[src/hw/sau_defines.svh]
// register offsets, field positions, reset values and sizes for the attribution unit
`ifndef SAU_DEFINES_SVH
`define SAU_DEFINES_SVH

`define SAU_ADDR_CTRL 32'he000edd0
`define SAU_ADDR_TYPE 32'he000edd4
`define SAU_ADDR_RNR 32'he000edd8
`define SAU_ADDR_RBAR 32'he000eddc
`define SAU_ADDR_RLAR 32'he000ede0

`define ATTRIBUTION_CONTROL_EN_BIT 0
`define ATTRIBUTION_CONTROL_ALL_NONSECURE_OVERRIDE_BIT 1
`define ATTRIBUTION_CONTROL_RESET 2'h0
`define REGION_LIMIT_EN_BIT 0
`define REGION_LIMIT_NSC_BIT 1
`define SAU_ADDR_LSB 5
`define SAU_LOW_ONES 5'h1f
`define SAU_REGIONS 8
`define SAU_IDX_W 3

`endif

[src/hw/sau_pkg.sv]
// types shared by the attribution unit files
package sau_pkg;
  typedef enum logic [1:0] {
    SAU_ATTR_S = 2'h0,
    SAU_ATTR_NS = 2'h1,
    SAU_ATTR_NSC = 2'h2
  } sau_attr_t;

  typedef struct packed {
    logic [26:0] base;
    logic [26:0] limit;
    logic callable_from_nonsecure;
    logic en;
  } sau_region_t;

  typedef struct packed {
    logic valid;
    logic [31:0] addr;
    logic ns_state;
  } sau_req_t;

  typedef struct packed {
    sau_attr_t attr;
    logic secure_fault;
    logic ns_request;
  } sau_resp_t;
endpackage

[src/hw/sau_region_mem.sv]
// region table storage, registered read of the selected region
`timescale 1ns/1ps
`default_nettype none
`include "sau_defines.svh"
module sau_region_mem (
  input wire logic mclk_in,
  input wire logic sys_rst_in,
  input wire logic wr_base_in,
  input wire logic wr_limit_in,
  input wire logic [`SAU_IDX_W-1:0] idx_in,
  input wire logic [26:0] wdata_in,
  input wire logic wnsc_in,
  input wire logic wen_in,
  output var sau_pkg::sau_region_t rd_out,
  output var sau_pkg::sau_region_t all_out [`SAU_REGIONS]
);
  sau_pkg::sau_region_t mem_r [`SAU_REGIONS];
  sau_pkg::sau_region_t mem_nxt [`SAU_REGIONS];
  sau_pkg::sau_region_t rd_r;

  always_comb begin
    for (int i = 0; i < `SAU_REGIONS; i++) begin
      mem_nxt[i] = mem_r[i];
      if (idx_in == i[`SAU_IDX_W-1:0]) begin
        if (wr_base_in) begin
          mem_nxt[i].base = wdata_in;
        end
        if (wr_limit_in) begin
          mem_nxt[i].limit = wdata_in;
          mem_nxt[i].callable_from_nonsecure = wnsc_in;
          mem_nxt[i].en = wen_in;
        end
      end
    end
  end

  // region enables cleared so stale tables never attribute
  always_ff @(posedge mclk_in) begin
    for (int i = 0; i < `SAU_REGIONS; i++) begin
      if (sys_rst_in) begin
        mem_r[i] <= '0;
      end else begin
        mem_r[i] <= mem_nxt[i];
      end
    end
    if (sys_rst_in) begin
      rd_r <= '0;
    end else begin
      rd_r <= mem_nxt[idx_in];
    end
  end

  assign rd_out = rd_r;
  assign all_out = mem_r;
endmodule // sau_region_mem
`default_nettype wire

[src/hw/sau_match.sv]
// per-address region lookup over the implemented regions
`timescale 1ns/1ps
`default_nettype none
`include "sau_defines.svh"
module sau_match (
  input wire logic [31:0] addr_in,
  input wire logic [3:0] count_in,
  input wire sau_pkg::sau_region_t regions_in [`SAU_REGIONS],
  output logic hit_out,
  output logic nsc_out
);
  logic [`SAU_REGIONS-1:0] hit;
  logic [`SAU_REGIONS-1:0] callable_from_nonsecure;

  genvar g;
  generate
    for (g = 0; g < `SAU_REGIONS; g++) begin : g_reg
      // base inclusive, limit with low bits all ones
      assign hit[g] = (g < count_in) && regions_in[g].en &&
        (addr_in >= {regions_in[g].base, 5'h00}) &&
        (addr_in <= {regions_in[g].limit, `SAU_LOW_ONES});
      assign callable_from_nonsecure[g] = hit[g] && regions_in[g].callable_from_nonsecure;
    end
  endgenerate

  assign hit_out = |hit;
  assign nsc_out = |callable_from_nonsecure;
endmodule // sau_match
`default_nettype wire

[src/hw/sau_top.sv]
// security attribution unit: registers, attribution of fetch and data addresses
//
// Contract
// - every presented address is attributed a security state
// - region count is a parameter, only 0, 4 or 8
// - unit comes out of reset disabled
// - no regions while enabled, or disabled with bit 1 clear, without external source: all Secure
// - in all-Secure case a switch to Non-secure faults
// - register writes act only from Secure state
// - Non-secure register access reads zero, writes ignored
// - every register is 32 bits wide
// - reserved bits read zero
// - control bit 0 is the global enable
// - control bit 1 picks Non-secure or Secure while disabled
// - type register reports the number of regions
// - region-select low 8 bits choose region for base and limit
// - limit keeps bits 31:5, low five bits match as ones but read back as zeros and the two flag bits
// - limit bit 1 marks region callable from Non-secure
// - limit bit 0 enables the region
// - attribute returned for both fetch and data addresses
// - callable attribute decides Non-secure entry into Secure code
// - Non-secure data access to Secure address raises secure fault
// - Secure data access to Non-secure address goes out marked Non-secure
// - enabled unit: uncovered addresses are Secure
// - enabled region: Non-secure, or Secure callable when callable bit set
`timescale 1ns/1ps
`default_nettype none
`include "sau_defines.svh"
module sau_top #(
  parameter int unsigned NUM_REGIONS = 8
) (
  input wire logic mclk_in,
  input wire logic sys_rst_in,
  input wire logic [31:0] reg_addr_in,
  input wire logic [31:0] reg_wdata_in,
  input wire logic reg_wr_in,
  input wire logic reg_rd_in,
  input wire logic reg_ns_in,
  output logic [31:0] reg_rdata_out,
  input wire sau_pkg::sau_req_t ifetch_in,
  input wire sau_pkg::sau_req_t data_in,
  input wire logic ns_switch_in,
  output var sau_pkg::sau_resp_t ifetch_out,
  output var sau_pkg::sau_resp_t data_out,
  output logic ns_entry_ok_out,
  output logic switch_fault_out
);
  // sizes other than 4 or 8 elaborate with no regions
  localparam logic [3:0] COUNT = (NUM_REGIONS == 8) ? 4'h8 :
    (NUM_REGIONS == 4) ? 4'h4 : 4'h0;

  logic [1:0] ctrl_r;
  logic [1:0] ctrl_nxt;
  logic [7:0] rnr_r;
  logic [7:0] rnr_nxt;
  logic [31:0] rdata_r;
  logic [31:0] rdata_nxt;
  logic sel_ctrl_r;
  logic sel_ctrl_nxt;
  logic [3:0] sel_r;
  logic [3:0] sel_nxt;
  sau_pkg::sau_resp_t if_r;
  sau_pkg::sau_resp_t if_nxt;
  sau_pkg::sau_resp_t d_r;
  sau_pkg::sau_resp_t d_nxt;
  logic entry_r;
  logic entry_nxt;
  logic sfault_r;
  logic sfault_nxt;
  logic sec_wr;
  logic wr_base;
  logic wr_limit;
  logic if_hit;
  logic if_nsc;
  logic d_hit;
  logic d_nsc;
  sau_pkg::sau_region_t rd_region;
  sau_pkg::sau_region_t regions [`SAU_REGIONS];

  function automatic sau_pkg::sau_attr_t attr_of(input logic hit, input logic callable_from_nonsecure,
                                                 input logic [1:0] ctrl,
                                                 input logic [3:0] cnt);
    if (!ctrl[`ATTRIBUTION_CONTROL_EN_BIT] || cnt == 4'h0) begin
      // disabled: override bit chooses, no external source here
      attr_of = ctrl[`ATTRIBUTION_CONTROL_ALL_NONSECURE_OVERRIDE_BIT] && !ctrl[`ATTRIBUTION_CONTROL_EN_BIT] ?
        sau_pkg::SAU_ATTR_NS : sau_pkg::SAU_ATTR_S;
    end else if (!hit) begin
      attr_of = sau_pkg::SAU_ATTR_S;
    end else if (callable_from_nonsecure) begin
      attr_of = sau_pkg::SAU_ATTR_NSC;
    end else begin
      attr_of = sau_pkg::SAU_ATTR_NS;
    end
  endfunction

  // same decode as the disabled branch above, so fault and attribute never disagree
  function automatic logic all_secure(input logic [1:0] ctrl, input logic [3:0] cnt);
    all_secure = (!ctrl[`ATTRIBUTION_CONTROL_EN_BIT] || cnt == 4'h0) &&
      !(ctrl[`ATTRIBUTION_CONTROL_ALL_NONSECURE_OVERRIDE_BIT] && !ctrl[`ATTRIBUTION_CONTROL_EN_BIT]);
  endfunction

  // Non-secure accesses never write
  assign sec_wr = reg_wr_in && !reg_ns_in;
  // out-of-range region index ignores base and limit writes
  assign wr_base = sec_wr && reg_addr_in == `SAU_ADDR_RBAR && {1'b0, rnr_r} < {5'h00, COUNT};
  assign wr_limit = sec_wr && reg_addr_in == `SAU_ADDR_RLAR && {1'b0, rnr_r} < {5'h00, COUNT};

  sau_region_mem u_mem (
    .mclk_in(mclk_in),
    .sys_rst_in(sys_rst_in),
    .wr_base_in(wr_base),
    .wr_limit_in(wr_limit),
    .idx_in(rnr_r[`SAU_IDX_W-1:0]),
    .wdata_in(reg_wdata_in[31:`SAU_ADDR_LSB]),
    .wnsc_in(reg_wdata_in[`REGION_LIMIT_NSC_BIT]),
    .wen_in(reg_wdata_in[`REGION_LIMIT_EN_BIT]),
    .rd_out(rd_region),
    .all_out(regions)
  );

  sau_match u_if_match (
    .addr_in(ifetch_in.addr),
    .count_in(COUNT),
    .regions_in(regions),
    .hit_out(if_hit),
    .nsc_out(if_nsc)
  );

  sau_match u_d_match (
    .addr_in(data_in.addr),
    .count_in(COUNT),
    .regions_in(regions),
    .hit_out(d_hit),
    .nsc_out(d_nsc)
  );

  // register state
  always_comb begin
    ctrl_nxt = ctrl_r;
    rnr_nxt = rnr_r;
    if (sec_wr && reg_addr_in == `SAU_ADDR_CTRL) begin
      ctrl_nxt = reg_wdata_in[1:0];
    end
    if (sec_wr && reg_addr_in == `SAU_ADDR_RNR) begin
      rnr_nxt = reg_wdata_in[7:0];
    end
  end

  // read path: region reads come from the table's own register next cycle
  always_comb begin
    rdata_nxt = 32'h0000_0000;
    sel_ctrl_nxt = 1'b0;
    sel_nxt = 4'h0;
    if (reg_rd_in && !reg_ns_in) begin
      unique case (reg_addr_in)
        `SAU_ADDR_CTRL: rdata_nxt = {30'h0, ctrl_r};
        `SAU_ADDR_TYPE: rdata_nxt = {28'h0, COUNT};
        `SAU_ADDR_RNR: rdata_nxt = {24'h0, rnr_r};
        `SAU_ADDR_RBAR: sel_nxt = 4'h1;
        `SAU_ADDR_RLAR: sel_nxt = 4'h2;
        default: rdata_nxt = 32'h0000_0000;
      endcase
      if ({1'b0, rnr_r} >= {5'h00, COUNT}) begin
        sel_nxt = 4'h0;
      end
    end
    sel_ctrl_nxt = |sel_nxt;
  end

  always_comb begin
    reg_rdata_out = rdata_r;
    if (sel_ctrl_r && sel_r[0]) begin
      reg_rdata_out = {rd_region.base, 5'h00};
    end else if (sel_ctrl_r && sel_r[1]) begin
      reg_rdata_out = {rd_region.limit, 3'h0, rd_region.callable_from_nonsecure, rd_region.en};
    end
  end

  // attribution of both address streams
  always_comb begin
    if_nxt = '0;
    d_nxt = '0;
    if_nxt.attr = attr_of(if_hit, if_nsc, ctrl_r, COUNT);
    d_nxt.attr = attr_of(d_hit, d_nsc, ctrl_r, COUNT);
    // Non-secure fetch from Secure or callable code is a fault
    if_nxt.secure_fault = ifetch_in.valid && ifetch_in.ns_state &&
      if_nxt.attr != sau_pkg::SAU_ATTR_NS;
    if_nxt.ns_request = ifetch_in.valid && if_nxt.attr == sau_pkg::SAU_ATTR_NS;
    d_nxt.secure_fault = data_in.valid && data_in.ns_state &&
      d_nxt.attr != sau_pkg::SAU_ATTR_NS;
    d_nxt.ns_request = data_in.valid && d_nxt.attr == sau_pkg::SAU_ATTR_NS;
    // entry allowed only at a callable address
    entry_nxt = ifetch_in.valid && ifetch_in.ns_state &&
      if_nxt.attr == sau_pkg::SAU_ATTR_NSC;
    // everything Secure: no Non-secure state to switch into
    sfault_nxt = ns_switch_in && all_secure(ctrl_r, COUNT);
  end

  always_ff @(posedge mclk_in) begin
    if (sys_rst_in) begin
      ctrl_r <= `ATTRIBUTION_CONTROL_RESET;
      rnr_r <= 8'h00;
      rdata_r <= 32'h0000_0000;
      sel_ctrl_r <= 1'b0;
      sel_r <= 4'h0;
      if_r <= '0;
      d_r <= '0;
      entry_r <= 1'b0;
      sfault_r <= 1'b0;
    end else begin
      ctrl_r <= ctrl_nxt;
      rnr_r <= rnr_nxt;
      rdata_r <= rdata_nxt;
      sel_ctrl_r <= sel_ctrl_nxt;
      sel_r <= sel_nxt;
      if_r <= if_nxt;
      d_r <= d_nxt;
      entry_r <= entry_nxt;
      sfault_r <= sfault_nxt;
    end
  end

  assign ifetch_out = if_r;
  assign data_out = d_r;
  assign ns_entry_ok_out = entry_r;
  assign switch_fault_out = sfault_r;
endmodule // sau_top
`default_nettype wire

[config.mk]
export PLATFORM = sky130hd
export DESIGN_NAME = sau_top
export DESIGN_NICKNAME = d
export VERILOG_FILES = /design/src/hw/sau_pkg.sv /design/src/hw/sau_region_mem.sv /design/src/hw/sau_match.sv /design/src/hw/sau_top.sv
export VERILOG_INCLUDE_DIRS = /design/src /design/src/hw
export SDC_FILE = /design/constraint.sdc
export NUM_CORES = 2
export LEC_CHECK = 0
export ABC_CLOCK_PERIOD_IN_PS = 2900
export BUFFER_PORTS_ARGS = -buffer_cell sky130_fd_sc_hd__buf_4
export CAP_MARGIN = 20
export CORE_MARGIN = 5
export CORE_UTILIZATION = 58
export CTS_CLUSTER_DIAMETER = 30
export DETAILED_ROUTE_END_ITERATION = 7
export GPL_ROUTABILITY_DRIVEN = 0
export PLACE_DENSITY = 0.83
export SYNTH_ARGS = -nofsm -noshare
export SYNTH_HDL_FRONTEND = slang
export SYNTH_SLANG_ARGS = --single-unit
[constraint.sdc]
create_clock -name mclk_in -period 2.9 [get_ports mclk_in]
set_clock_uncertainty 0.2 [all_clocks]
set_input_delay 0.29 -clock mclk_in [delete_from_list [all_inputs] [get_ports mclk_in]]
set_output_delay 0.29 -clock mclk_in [all_outputs]
set_load 0.03 [all_outputs]
==> impl_metrics.csv, run 1 <==
group,metric,value,unit
status,stop_stage,"global routing",
global_route,grt_pass1_vias,78412,
synth,synth_nets,6975,
synth,netlist.area_leader.share,0.242,
global_route,grt_overflow,1684,
global_route,grt_pass1_wl,532000,µm
placement,dp.final_hpwl,158000,µm
status,status,"stopped before the end",
floorplanning,die_x,288,µm
synth,yosysSeqAreaShare,0.239,
synth,async_reset_ff_frac,0,
floorplanning,initial_core_util,0.587,
global_route,grt_max_degree,154,
synth,yosysTopAreaCell,"ha_1",
floorplanning,row_count,101,
clocking,cts_buffers,137,
clocking,cts_max_level,4,
synth,ys.flop_type,"dfxtp_1",
synth,yosysUniqueCellTypes,77,
clocking,root_buffer,"clkbuf_16",
synth,synth_area_per_cell,7.49,µm²
synth,ys_warn_count,0,
synth,ys_top_cells_by_area,"ha_1, dfxtp_1, nand2_1, a21oi_1, inv_1",
placement,port_buffers,179,
clocking,ctsLongestPathBuffers,3,
clocking,cts_sinks,535,
synth,ys_seq_elements,535,
synth,synth_enable_flop_cells,0,
synth,syn_inst,5973,
status,error,"[ERROR GRT-0116] Global routing finished with congestion. Check the congestion regions in the DRC Viewer.",
floorplanning,ios,180,
floorplanning,die_h,288,µm
synth,synth.cell_area,44700,µm²
global_route,grtUsageTotal,0.832,
-- Yosys cell counts (6+ instances only) --
library cell / n
a211o_1: 6
a2111oi_0: 27
nand2_1: 1178
or3_1: 7
and3_1: 21
buf_2: 50
nor2_2: 6
o221a_2: 15
a21boi_0: 45
nand2b_1: 19
nand4_1: 137
o21ai_0: 200
a22o_1: 31
nor2b_1: 30
nor3_1: 94
dfxtp_1: 535
a21oi_1: 848
o31ai_1: 9
inv_1: 454
a22oi_1: 10
o221ai_1: 29
and4b_1: 6
o211a_1: 6
o211ai_1: 61
a31oi_1: 22
buf_1: 23
nor4_1: 48
o2111ai_1: 15
a211oi_1: 65
o21bai_1: 14
nand3_1: 98
and2_1: 40
a221oi_1: 25
mux2i_1: 140
clkbuf_1: 242
nor2_1: 311
a21o_1: 79
o21a_1: 27
and4_1: 20
o32ai_1: 16
o22ai_1: 15
or4_1: 14
ha_1: 864
-- cell families after synthesis --
| group | after synthesis | share of synthesized area |
|---|---|---|
| flops | 535 | 0.239 |
| buf+inv | 773 | 0.0666 |
| simple gates | 2052 | 0.202 |
| mux | 149 | 0.0346 |
| compound gates | 1600 | 0.216 |
| fa+ha+maj | 864 | 0.242 |
-- metrics by stage --
stage	instance area, µm²	worst slack (ns)	utilization	TNS (ns)	instances
after floorplan	44900	-0.195	-	-9.70	5973
after global placement	56100	-0.964	0.736	-70.09	8087
after detailed placement	56100	-0.988	0.736	-93.13	8087
after CTS	64500	-0.425	0.847	-57.02	8484
-- metal layers --
metal,GRT overflow,global-route usage
met1,102,0.806
met2,1028,0.931
met3,86,0.762
met4,449,0.843
met5,19,0.646
-- repair_timing --
action                                 4_1_cts
pin swaps                                  204
gates cloned                                14
resized for setup                          504
setup endpoints to repair                  448
hold buffers                                49
endpoints found under the hold margin      467
setup buffers                               94
==> inputs of run 2 (changes only) <==
--- a/config.mk
+++ b/config.mk
@@ -6,15 +6,14 @@
 export SDC_FILE = /design/constraint.sdc
 export NUM_CORES = 2
 export LEC_CHECK = 0
-export ABC_CLOCK_PERIOD_IN_PS = 2900
+export ABC_CLOCK_PERIOD_IN_PS = 3770
 export BUFFER_PORTS_ARGS = -buffer_cell sky130_fd_sc_hd__buf_4
 export CAP_MARGIN = 20
 export CORE_MARGIN = 5
-export CORE_UTILIZATION = 58
-export CTS_CLUSTER_DIAMETER = 30
+export CORE_UTILIZATION = 40
 export DETAILED_ROUTE_END_ITERATION = 7
 export GPL_ROUTABILITY_DRIVEN = 0
-export PLACE_DENSITY = 0.83
+export PLACE_DENSITY_LB_ADDON = 0.15
 export SYNTH_ARGS = -nofsm -noshare
 export SYNTH_HDL_FRONTEND = slang
 export SYNTH_SLANG_ARGS = --single-unit
==> constraint.sdc (replaced) <==
create_clock -name mclk_in -period 3.77 [get_ports mclk_in]
set_clock_uncertainty 0.2 [all_clocks]
set_input_delay 0.377 -clock mclk_in [delete_from_list [all_inputs] [get_ports mclk_in]]
set_output_delay 0.377 -clock mclk_in [all_outputs]
set_load 0.03 [all_outputs]
==> impl_metrics.csv, run 2 <==
group,metric,value,unit
timing,hold_viol,1,
floorplanning,core,111000,µm²
finish,final_cell_mix,"nand2_1, ha_1, a21oi_1",
timing,period_needed,3.69,ns
finish,syn2layout_area_growth,18.7,%
synth,yosysUniqueCellTypes,77,
synth,async_reset_ff_frac,0,
global_route,grt_pass1_wl,304000,µm
synth,ys_seq_elements,535,
synth,synth_nets,6975,
floorplanning,ios,180,
worst_setup_path,crit_path_top_delay_cell,"a311oi_1",
status,violations,"hold timing",
finish,drive_gt1_frac,0.118,
routing,drt_iter0_drc,6094,
synth,synth.cell_area,44700,µm²
placement,dpl.cell_count,7697,
floorplanning,row_count,122,
worst_setup_path,critical_path_depth,14,
worst_setup_path,end_kind,"flip-flop",
worst_setup_path,critPathLaunch,"u_mem.all_out[371]",
synth,ys.flop_type,"dfxtp_1",
synth,ys_top_cells_by_area,"ha_1, dfxtp_1, nand2_1, a21oi_1, inv_1",
synth,yosysSeqAreaShare,0.239,
floorplanning,die-area,119000,µm²
synth,ys_warn_count,0,
clocking,cts_sinks,535,
worst_setup_path,reg2reg_to,"ifetch_out[0]",
worst_setup_path,worstPathRequired,4.16,ns
global_route,grtUsageTotal,0.346,
clocking,ctsLongestPathBuffers,3,
synth,synth_common_cells,"nand2_1, ha_1, a21oi_1, dfxtp_1, inv_1",
finish,final_common_cell,"nand2_1",
finish,final_util,0.479,
synth,yosysMostFrequentCell,"nand2_1",
worst_setup_path,cpLargestDelayFamily,"compound AO/OA/AOI/OAI gates",
power,ir_worst_vdd,0.000336,V
routing,wl_per_cell,27.2,µm
timing,finalCritPeriodShare,0.979,
timing,fin_hold_ws,-0.0127,ns
synth,netlist.area_leader.share,0.242,
clocking,worstSkewPairLatency,0.67,ns
worst_hold_path,hold_class,"input port to flip-flop",
placement,dp.final_hpwl,164000,µm
timing,clock.fmax,271,MHz
synth,synth_enable_flop_cells,0,
power,power_density,288,nW/µm²
routing,num_vias,48059,
worst_setup_path,worst-path-buf-inv,4,
synth,syn_inst,5973,
routing,wirelength,214000,µm
floorplanning,die_x,344,µm
routing,firstDrtPassIters,8,
floorplanning,die_h,344,µm
routing,via_per_inst,6.11,
global_route,grt_pass1_vias,43919,
routing,ant_nets,0,
placement,port_buffers,179,
worst_setup_path,path_max_fanout,3,
synth,yosysTopAreaCell,"ha_1",
worst_setup_path,cpPeakStageDelay,0.63,ns
worst_setup_path,cpMostUsedCell,"buf_4",
finish,fin_cells,7872,
timing,relSlewSlack,0.248,
clocking,root_buffer,"clkbuf_16",
worst_setup_path,r2r-start,"u_mem.all_out[371]",
routing,drc,0,
timing,timing.final.max_slew_violations,0,
worst_setup_path,start_kind,"flip-flop",
global_route,grt_max_degree,125,
floorplanning,initial_core_util,0.404,
worst_setup_path,path_cells,"inv_1 -> ha_1 -> nand4_1 -> buf_4 -> nor4_1 -> o21ai_0 -> a311oi_1 -> o211ai_1 -> buf_4 -> nor2b_1 -> nor4_2 -> a31oi_1 -> buf_4 -> and4_1",
worst_setup_path,worstSetupEndpoint,"ifetch_out[0]",
clocking,cts_max_level,3,
clocking,cts_tree,"done",
finish,largest_reg_flops,448,
global_route,grt_overflow,0,
finish,nNetsFinal,7326,
global_route,antenna_found_initial,12,
clocking,clk_pin_slew,0.06,ns
clocking,cts_buffers,69,
worst_setup_path,crit_arrival,4.08,ns
worst_setup_path,ff2ff_setup_slack,0.08,ns
worst_setup_path,ff2ff_path_depth,14,
status,status,"complete, but fails checks",
timing,worst_pin_slew,1.10,ns
worst_setup_path,crit_type,"flip-flop to flip-flop",
power,leakage,20.4,nW
synth,synth_area_per_cell,7.49,µm²
timing,finalSetupViolCount,0,
job,cap_violations,0,
## run 2: cell counts after synthesis
Identical to the previous run, type by type.
## run 2: layout make-up
class / count / area [µm²]
Antenna cell: 6 / 15.0
Clock buffer: 100 / 2100
Clock inverter: 25 / 415
Fill cell: 11239 / 57700
Inverter: 454 / 1700
Multi-Input combinational cell: 4665 / 31200
Sequential cell: 535 / 10700
Tap cell: 1488 / 1860
Timing Repair Buffer: 599 / 5090
## run 2: worst min-delay path by stage
stage                             from            endpoint  cells after the start  slack, ns
floorplan           u_mem.all_out[394]  u_mem.all_out[394]                      2       0.23
global placement    u_mem.all_out[196]  u_mem.all_out[196]                      2       0.24
detailed placement  u_mem.all_out[122]  u_mem.all_out[122]                      2       0.24
CTS                         sys_rst_in  u_mem.all_out[372]                      2       0.01
global route                sys_rst_in            rnr_r[1]                      2       0.02
finish                      sys_rst_in            rnr_r[0]                      2      -0.01
## run 2: power breakdown
part / internal, mW / leakage (nW) / switching (mW) / total, mW
clock: 4.56 / 1.22 / 2.89 / 7.46
sequential: 5.65 / 4.31 / 0.00136 / 5.65
combinational: 0.815 / 14.9 / 1.40 / 2.21
total: 11.0 / 20.4 / 4.29 / 15.3
## run 2: cell families (layout without fill, tap and decap cells)
group                      after synthesis  in the layout  synth area share
and+or+nand+nor                       2052           2052             0.202
AOI/OAI and AO/OA                     1600           1600             0.216
adders and majority gates              864            864             0.242
buffers and inverters                  773           1178            0.0666
DFF                                    535            535             0.239
muxes                                  149            149            0.0346
other                                    0              6                 0
## run 2: per-layer routing
| layer | part of all wire | GRT usage | wire (µm) | up-vias |
|---|---|---|---|---|
| met4 | 0.054 | 0.155 | 11500 | 8 |
| met2 | 0.41 | 0.506 | 87000 | 2805 |
| met5 | 0.00038 | 0.00490 | 81 | - |
| met3 | 0.11 | 0.0690 | 23600 | 547 |
| li1 | - | - | - | 21969 |
| met1 | 0.43 | 0.491 | 91700 | 22730 |
## run 2: through the flow
step                worst slack (ns)  power (mW)  cell area, µm²  TNS (ns)  hold WS [ns]
floorplan                      0.566        6.81           44700         0         0.232
global placement              -0.314        7.82           50100     -1.83         0.238
detailed placement            -0.373        7.87           50100     -2.11         0.245
CTS                           0.0147        15.3           53000         0        0.0126
global route                -0.00608        15.8           53100  -0.00608        0.0156
finish                        0.0785        15.3           53100         0       -0.0127
## run 2: what timing repair did
action / CTS / global route
gates resized for setup: 5 / 18
hold buffers: 44 / 0
endpoints found under the setup margin: 9 / 9
setup buffers: 0 / 0
pin swaps: 0 / 0
gates cloned: 0 / 0
endpoints found under the hold margin: 383 / 0
(Power assumes the default switching activity.)
